File: config.mk
export PLATFORM = sky130hd
export DESIGN_NAME = nrps_sequencer
export DESIGN_NICKNAME = d
export VERILOG_FILES = /design/src/nrps_pkg.sv /design/src/nrps_sequencer.sv
export VERILOG_INCLUDE_DIRS = /design/src
export SDC_FILE = /design/constraint.sdc
export NUM_CORES = 1
export LEC_CHECK = 0
export ABC_AREA = 1
export BUFFER_PORTS_ARGS = -buffer_cell sky130_fd_sc_hd__buf_2
export CAP_MARGIN = 10
export CELL_PAD_IN_SITES_DETAIL_PLACEMENT = 1
export CELL_PAD_IN_SITES_GLOBAL_PLACEMENT = 2
export CORE_MARGIN = 2
export CORE_UTILIZATION = 34
export DETAILED_ROUTE_END_ITERATION = 10
export PLACE_DENSITY_LB_ADDON = 0.05
export REMOVE_ABC_BUFFERS = 1
export SETUP_SLACK_MARGIN = 0.2
export SLEW_MARGIN = 20
export SYNTH_ARGS = -nofsm -noshare
export SYNTH_HDL_FRONTEND = slang
export SYNTH_SLANG_ARGS = --single-unit
File: constraint.sdc
create_clock -name clock -period 1.6 [get_ports clock]
set_input_delay 0.32 -clock clock [delete_from_list [all_inputs] [get_ports clock]]
set_output_delay 0.32 -clock clock [all_outputs]
set_load 0.01 [all_outputs]
File: src/nrps_cfg.svh
// timing constants and fixed codes of the negative rail pulse sequencer
`ifndef NRPS_CFG_SVH
`define NRPS_CFG_SVH
// ---------------------------------------------------------------
// clock
// ---------------------------------------------------------------
`define NRPS_CLK_MHZ 125
// ---------------------------------------------------------------
// times, as printed, in their own units
// ---------------------------------------------------------------
`define NRPS_INIT_US 400
`define NRPS_OFF_US 80
`define NRPS_STORE_US 80
`define NRPS_NEG_START_MS 10
`define NRPS_POS_CHECK_MS 10
`define NRPS_NEG_CHECK_MS 20
`define NRPS_RUN_SHORT_MS 3
// ---------------------------------------------------------------
// derived cycle counts
// ---------------------------------------------------------------
`define NRPS_INIT_CYC (`NRPS_INIT_US * `NRPS_CLK_MHZ)
`define NRPS_OFF_CYC (`NRPS_OFF_US * `NRPS_CLK_MHZ)
`define NRPS_STORE_CYC (`NRPS_STORE_US * `NRPS_CLK_MHZ)
`define NRPS_MS_CYC (1000 * `NRPS_CLK_MHZ)
// ---------------------------------------------------------------
// codes
// ---------------------------------------------------------------
`define NRPS_CODE_DEFAULT 5'h00
`define NRPS_CODE_MAX 5'h1f
`endif

File: src/nrps_pkg.sv
// types of the negative rail pulse sequencer
package nrps_pkg;
    // sequencer states, gray along the start-up path
    typedef enum logic [2:0] {
        NRPS_OFF = 3'b000,
        NRPS_POS_START = 3'b001,
        NRPS_NEG_START = 3'b011,
        NRPS_RUN = 3'b010,
        NRPS_FAULT = 3'b110
    } nrps_state_t;

    // analog comparator and monitor inputs
    typedef struct packed {
        logic supplyOk;
        logic overTemp;
        logic posInReg;
        logic negInReg;
        logic negAboveStartThr;
        logic negAboveRunThr;
    } nrps_sense_t;

    // converter control outputs
    typedef struct packed {
        logic posEnable;
        logic posSoftLimit;
        logic negEnable;
        logic negFastRamp;
        logic posDischarge;
        logic negDischarge;
        logic [4:0] negCode;
        logic faultLatched;
    } nrps_ctrl_t;
endpackage

File: src/nrps_sequencer.sv
// control pin decoder, start-up sequencer and fault latch
`timescale 1ns/100ps
`include "nrps_cfg.svh"

// Overview of operation
// - pin high enables, pin low shuts down
// - start negative rail at default code zero
// - count rising edges, code 1..31 sets level
// - host pulses between 2 and 25 us
// - first ramp fast, later ramps slew-limited
// - positive soft-start, negative starts after 10 ms
// - run-time rail short over 3 ms faults
// - fault latches both converters off
// - pin low then high clears fault
// - start-up checks at 10 and 20 ms
// - discharge both rails while shut down
// - over-temperature shuts down and latches
// - start only with supply above lockout
module nrps_sequencer #(
    parameter int INIT_CYC = `NRPS_INIT_CYC,
    parameter int OFF_CYC = `NRPS_OFF_CYC,
    parameter int STORE_CYC = `NRPS_STORE_CYC,
    parameter int MS_CYC = `NRPS_MS_CYC
) (
    input wire logic clock,
    input wire logic rst_n,
    input wire logic ctrlPin,
    input wire nrps_pkg::nrps_sense_t sense,
    output nrps_pkg::nrps_ctrl_t ctrl
);
    // ---------------------------------------------------------------
    // state
    // ---------------------------------------------------------------
    typedef struct packed {
        nrps_pkg::nrps_state_t state;
        logic pinLast;             // previous pin sample
        logic [31:0] lowCnt;       // cycles the pin has been low
        logic [31:0] sinceEn;      // cycles since enable
        logic [31:0] shortCnt;     // run-time short duration
        logic [31:0] storeCnt;     // quiet time before code store
        logic [4:0] edgeCnt;       // edges seen in this burst
        logic storePend;           // burst waiting to be stored
        logic firstDone;           // first ramp finished
        nrps_pkg::nrps_ctrl_t out; // registered outputs
    } nrps_regs_t;

    nrps_regs_t r;
    nrps_regs_t next_r;

    // saturating increment used by all timers
    function automatic logic [31:0] incSat(input logic [31:0] v);
        incSat = (v == 32'hffffffff) ? v : v + 32'h00000001;
    endfunction

    // ---------------------------------------------------------------
    // next-state logic
    // ---------------------------------------------------------------
    always_comb begin
        logic rise;
        logic longLow;
        logic runShort;
        rise = 1'b0;
        longLow = 1'b0;
        runShort = 1'b0;
        next_r = r;
        // a rise while off or in fault is never counted
        rise = ctrlPin && !r.pinLast;
        next_r.pinLast = ctrlPin;
        // low time; long low means disable
        next_r.lowCnt = ctrlPin ? 32'h00000000 : incSat(r.lowCnt);
        longLow = !ctrlPin && (r.lowCnt >= 32'(OFF_CYC));
        next_r.sinceEn = incSat(r.sinceEn);
        case (r.state)
            nrps_pkg::NRPS_OFF: begin
                next_r.sinceEn = 32'h00000000;
                next_r.edgeCnt = `NRPS_CODE_DEFAULT;
                next_r.storePend = 1'b0;
                next_r.firstDone = 1'b0;
                next_r.out.negCode = `NRPS_CODE_DEFAULT;
                // start only on supply ok with pin high
                if (ctrlPin && sense.supplyOk && !sense.overTemp) begin
                    next_r.state = nrps_pkg::NRPS_POS_START;
                end
            end
            nrps_pkg::NRPS_POS_START, nrps_pkg::NRPS_NEG_START,
            nrps_pkg::NRPS_RUN: begin
                // edge counting after init interval
                if (rise && r.sinceEn >= 32'(INIT_CYC)) begin
                    if (r.edgeCnt != `NRPS_CODE_MAX) begin
                        next_r.edgeCnt = r.edgeCnt + 5'h01;
                    end
                    next_r.storePend = 1'b1;
                    next_r.storeCnt = 32'h00000000;
                end else if (r.storePend && ctrlPin) begin
                    next_r.storeCnt = incSat(r.storeCnt);
                    // store code after a quiet high interval
                    if (r.storeCnt >= 32'(STORE_CYC)) begin
                        next_r.out.negCode = r.edgeCnt;
                        next_r.edgeCnt = `NRPS_CODE_DEFAULT;
                        next_r.storePend = 1'b0;
                    end
                end
                // start-up timing and checks
                if (r.state == nrps_pkg::NRPS_POS_START &&
                        r.sinceEn >= 32'(`NRPS_NEG_START_MS * MS_CYC)) begin
                    if (!sense.posInReg || sense.negAboveStartThr) begin
                        next_r.state = nrps_pkg::NRPS_FAULT;
                    end else begin
                        next_r.state = nrps_pkg::NRPS_NEG_START;
                    end
                end
                if (r.state == nrps_pkg::NRPS_NEG_START) begin
                    if (sense.negInReg) begin
                        next_r.state = nrps_pkg::NRPS_RUN;
                        next_r.firstDone = 1'b1;
                    end else if (r.sinceEn >= 32'(`NRPS_NEG_CHECK_MS * MS_CYC)) begin
                        next_r.state = nrps_pkg::NRPS_FAULT;
                    end
                end
                // run-time short timer
                runShort = !sense.posInReg || sense.negAboveRunThr;
                if (r.state == nrps_pkg::NRPS_RUN && runShort) begin
                    next_r.shortCnt = incSat(r.shortCnt);
                    if (r.shortCnt >= 32'(`NRPS_RUN_SHORT_MS * MS_CYC)) begin
                        next_r.state = nrps_pkg::NRPS_FAULT;
                    end
                end else begin
                    next_r.shortCnt = 32'h00000000;
                end
                if (sense.overTemp) begin
                    next_r.state = nrps_pkg::NRPS_FAULT;
                end
                if (longLow || !sense.supplyOk) begin
                    next_r.state = nrps_pkg::NRPS_OFF;
                end
            end
            nrps_pkg::NRPS_FAULT: begin
                // latched until pin low long enough or supply drop
                if (longLow || !sense.supplyOk) begin
                    next_r.state = nrps_pkg::NRPS_OFF;
                end
            end
            default: begin
                next_r.state = nrps_pkg::NRPS_OFF;
            end
        endcase
        // converter controls from the next state
        next_r.out.posEnable = next_r.state inside {nrps_pkg::NRPS_POS_START,
            nrps_pkg::NRPS_NEG_START, nrps_pkg::NRPS_RUN};
        next_r.out.posSoftLimit = next_r.state == nrps_pkg::NRPS_POS_START;
        next_r.out.negEnable = next_r.state inside {nrps_pkg::NRPS_NEG_START,
            nrps_pkg::NRPS_RUN};
        next_r.out.negFastRamp = next_r.out.negEnable && !next_r.firstDone;
        next_r.out.posDischarge = !next_r.out.posEnable;
        next_r.out.negDischarge = !next_r.out.negEnable;
        next_r.out.faultLatched = next_r.state == nrps_pkg::NRPS_FAULT;
    end

    // ---------------------------------------------------------------
    // state register
    // ---------------------------------------------------------------
    always_ff @(posedge clock or negedge rst_n) begin
        if (!rst_n) begin
            r <= '0;
            r.state <= nrps_pkg::NRPS_OFF;
            // both rails discharge from reset onward
            r.out.posDischarge <= 1'b1;
            r.out.negDischarge <= 1'b1;
        end else begin
            r <= next_r;
        end
    end

    assign ctrl = r.out;
endmodule

* Word-level counts from Yosys, hierarchy flattened
Index checks and enable logic that the tools add are counted.
** Storage, ports and cells
- Register bits :: 151
- Bits in latches :: 0
- Memories :: 0
- Bits in read-only memories :: 0
- Bits in writable memories :: 0
- Input bits :: 9
- Word-level logic and storage cells :: 112
- Output and inout port bits :: 12
** Operators by class
- Shift operators :: 0
- $add $sub $neg :: 5
- Magnitude comparators :: 6
- Equal/unequal tests :: 23
- Divide/modulo/power cells :: 0
- Reduce and logical (&&, ||, !) cells :: 31
- Bitwise gates (word level) :: 0
- Multiplexer cells :: 30
- Multipliers :: 0
** Operators by type and width (count)
- two-way mux 32 bit :: 7
- adder 32 x 1 -> 32 bit, second input constant :: 4
- equality test 32 bit, second input constant :: 4
- two-way mux 38 bit :: 2
- greater-or-equal comparator 32 x 14 -> 1 bit, second input constant :: 2
- two-way mux 3 bit :: 11
- greater-or-equal comparator 32 x 16 -> 1 bit, second input constant :: 1
- greater-or-equal comparator 32 x 19 -> 1 bit, second input constant :: 1
- greater-or-equal comparator 32 x 21 -> 1 bit, second input constant :: 1
- greater-or-equal comparator 32 x 22 -> 1 bit, second input constant :: 1
- two-way mux 5 bit :: 4
- case mux 7 bit (2 select lines) :: 1
- equality test 3 x 2 -> 1 bit, second input constant :: 4
- inequality test 2 bit, second input constant :: 6
- case mux 5 bit (2 select lines) :: 1
- logical AND 1 bit :: 9
- inequality test 3 bit, second input constant :: 3
- case mux 3 bit (3 select lines) :: 1
- zero test 1 bit :: 8
- AND reduction 4 bit :: 2
- equality test 3 x 1 -> 1 bit, second input constant :: 2
- equality test 3 bit, second input constant :: 2
- two-way mux 6 bit :: 1
- AND reduction 3 bit :: 2
- other kinds (10) :: 15

* Longest topological paths before layout
- Depth in word-level cells :: 15
- Gate-level depth with buffers :: 15
- Gate-level depth less buffers :: 15

* Least setup slack after synthesis
OpenSTA, ideal clock, no wires.
- Path kind :: register to register
- From :: reg r[115] in the netlist's numbering
- To :: reg r[142] in the netlist's numbering
- Required time :: 1.482 ns
- Path buffers :: 0
- Slack :: -0.189 ns
- Data arrival time :: 1.671 ns
- Stages on the path, launching flop included :: 16
- Library setup time :: 0.118 ns
- Period minus slack after synthesis :: 1.789 ns
- Cell sequence :: dfrtp_1 -> ha_1 -> nand2_1 -> nor2_4 -> nand2_2 -> nor2_4 -> nand2_4 -> nor2_8 -> nand2_4 -> nand2_2 -> nor2_4 -> nand2_4 -> nor2_4 -> nand4_2 -> nand2_1 -> nor2_2
** Between the ends
- Word-level cells in the longest chain between the ends :: 3
- Elaborated cells between the ends (all ways) :: 5
- Classes of those cells :: add/sub: 1; eq/ne: 2; mux: 2
** RTL lines
- start, declared :: line nrps_sequencer.sv:47 : nrps_regs_t r;
- start signal, assigned :: line nrps_sequencer.sv:170 : r <= next_r;
- adder 32 x 1 -> 32 bit :: line nrps_sequencer.sv:52 : incSat = (v == 32'hffffffff) ? v : v + 32'h00000001;
- two-way mux 32 bit :: line nrps_sequencer.sv:52
- two-way mux 32 bit :: line nrps_sequencer.sv:70 : next_r.lowCnt = ctrlPin ? 32'h00000000 : incSat(r.lowCnt);
Parallel ways exist; a longest one is shown, timed or not. The select of a mux whose other input is x is not followed.
A chain may end at the register's enable or synchronous reset.

==> summary.txt <==
Logic synthesis
  – Yosys reg bits: 151
  – Synth area leader: dfrtp_1
  – Synth top area share: 38.5%
  – Synth warnings: 0
  – Top area cells in the synthesized netlist: dfrtp_1 (38%), nand2_1 (11%), inv_1 (6.4%)
  – Async S/R FF share, synth: 100%
  – Syn_area_per_cell: 7.34 µm²
  – Sequential fraction of the synthesis area: between 30 and 40%
  – Post-synth EDFFs: 0
  – Synth unique cells: 51
  – Mapped cell area: 9690 µm²
  – Synth Instances: 1321
  – Top_reg_cell synth: dfrtp_1

Clocking
  – Clock Root Buffer: clkbuf_16
  – Htree depth: 4
  – CTS sink cnt: 151
  – Clock buffer depth: 2
  – Clock slew at the register clock pins of the worst setup and hold paths: ~70 ps
  – CTS tree: built
  – Clk_lat worst skew: about 460 ps
  – Cts bufs inserted: 17

Route
  – DR vias: approximately 12000
  – Drt drc: 0
  – Via density: roughly 5.4
  – Router iterations before antenna repair: 5
  – Routed wire per std cell: 22.5 µm
  – WL final: slightly above 50000 µm
  – Initial DRC Count: 802
  – DRT antenna net count: 0

STA
  – Min Tclk post-route: 2040 ps
  – Least-Margin Pin Slew: 466 ps
  – Rel. slew slack: 68.9%
  – Fmax: roughly 490 MHz
  – Final hold violation count: 0
  – Final setup violation count: between 100 and 150
  – Clock skew: 13.1 ps
  – Fin crit share: 127%
  – Slack of the critical path: -438 ps
  – RSZ-0062 raised after global routing: true
  – Final Max Tran Viols: 0

GRT
  – Vias in the first global route: around 12000
  – First-pass GRT wire length: 66200 µm
  – Antenna violations before repair: 0
  – GRT Total Usage: between 20 and 30%
  – Overflow after GRT: 0
  – Largest net degree at the start of global routing: 37

Final layout
  – Final core occ: roughly 64%
  – NumNets Final: 1888
  – # diodes: 0
  – Most frequent cells in the layout: buf_4 (421), nand2_1 (176), dfrtp_1 (139)
  – Share of layout cells above drive strength 1: 59.4%
  – Most common cell after layout, fill and taps aside: buf_4
  – P&R area growth vs syn: 84.6%

Pwr
  – P_leak: 8.22 nW
  – Peak supply drop: 0.712 mV
  – Pwr Density: 545 nW/µm²

Worst setup path
  – Nature of the critical path endpoint: flip-flop
  – Crit-path cells: buf_6 > buf_6 > nand2_4 > nand4_1 > nand2_1 > nand2_1 > nand2_1 > nand2_2 > nand2_2 > nand4_1 > nand3_4 > nand4_4 > nor2_2
  – Critical Path Most Common Cell: nand2_1
  – Critical Path AT: 2430 ps
  – Worst path slowest cell: dfrtp_1
  – Worst EP required: around 2000 ps
  – Max Fanout on Critical Path: 4
  – Setup CP Type: flip-flop to flip-flop
  – CP startpoint kind: flip-flop
  – Crit-path max cell delay: between 400 and 500 ps

Min path
  – Worst hold path type: input pin to flip-flop

Floorplan
  – Die Span X: around 170 µm
  – Chip Height: 173 µm
  – CORE AREA: 27900 µm²
  – Initial Util: 34.7%
  – FP Rows: 61
  – # IOs: 21
  – Die area: 29900 µm²

Placement
  – DP HPWL: 27900 µm
  – Dpl ws: -528 ps
  – IO buf count: 20
  – RePlAce Congestion: 0.879

Outcome
  – Failing checks: setup timing
  – Outcome: complete, but fails checks

Flow run
  – Max Cap Viol: 0
cell type report:
class / count / area (µm²)
Sequential cell: 151 / 3790
Clock inverter: 11 / 135
Timing Repair inverter: 3 / 31.3
Tap cell: 378 / 473
Fill cell: 3226 / 10000
Clock buffer: 21 / 470
Timing Repair Buffer: 557 / 4810
Multi-Input combinational cell: 962 / 7470
Inverter: 177 / 714
per-stage QoR:
stage / total power [mW] / setup TNS, ps / cells / hold slack, ps / instance area (µm²)
after global placement: 4.67 / -32640 / 2092 / 254 / 13200
after global routing: 10.0 / -53540 / 2260 / 256 / 17900
after detailed placement: 4.69 / -39190 / 2092 / 248 / 13200
after floorplan: 4.23 / -40050 / 1285 / 24.4 / 9460
final: 9.75 / -44360 / 2260 / 261 / 17900
after CTS: 9.50 / -26700 / 2190 / 239 / 15800
repair_timing:
action / 4_1_cts / 5_1_grt
setup buffers: 55 / 65
hold endpoints to repair: 25 / 0
gates cloned: 10 / 5
resized for setup: 396 / 368
hold buffers: 1 / 0
endpoints found under the setup margin: 151 / 152
pin swaps: 87 / 166
metal layers:
layer  part of all wire, %  routed length [µm]  track usage (%)  up-vias
met2                    53               26800             50.5      332
met5                     0                   0                0        -
met1                    40               20500             33.9     6185
li1                      -                   -                -     5474
met4                   3.4                1740             9.11        0
met3                   3.4                1720             3.85      130
Yosys cell counts, types with 7 or more instances:
cell type / instances
buf_2: 9
inv_2: 11
o21ai_1: 25
xor2_1: 45
nor3_1: 70
o31ai_1: 17
nand3_1: 85
nand2_2: 11
dfrtp_1: 149
inv_1: 164
a21oi_1: 42
nor2_1: 161
ha_1: 10
o21ai_0: 53
a31oi_1: 9
buf_4: 14
nor2_2: 7
o22ai_1: 9
nor4_1: 28
nand2_1: 281
nand4_1: 41
state kept, by name (all words and copies together), names as in the netlist:
| signal | flops |
|---|---|
| ctrl | 12 |
| r | 139 |
path summary, 6_finish.rpt:
path | endpoint | slack, ps | cells past startpoint | from
max | ctrl[8] | -440 | 13 | r[92]
min | r[12] | 260 | 3 | sense[2]
max reg2reg | ctrl[8] | -440 | 13 | r[92]
min reg2reg | r[13] | 500 | 2 | r[13]
max in group asynchronous | ctrl[7] | 630 | 3 | rst_n
min in group asynchronous | r[80] | 350 | 2 | rst_n
cell families after synthesis:
| kind of cell | Yosys count | synth area share (%) |
|---|---|---|
| fa+ha+maj | 10 | 1.29 |
| simple gates | 726 | 35.7 |
| compound gates | 172 | 10.3 |
| buf+inv | 213 | 9.29 |
| flops | 151 | 39.0 |
| xor+xnor | 49 | 4.43 |
critical path: cells and delay by family, from the launching register on:
family,cells,cell delay (ps)
buffers and inverters,2,250
AND/OR/NAND/NOR,11,1310
flip-flops,1,410
power by group:
part           switching, mW  total (mW)  internal (mW)
clock network           1.96        4.42           2.45
logic                  0.857        1.44          0.587
registers             0.0348        3.89           3.86
total                   2.86        9.75           6.90
(Power assumes the default switching activity.)
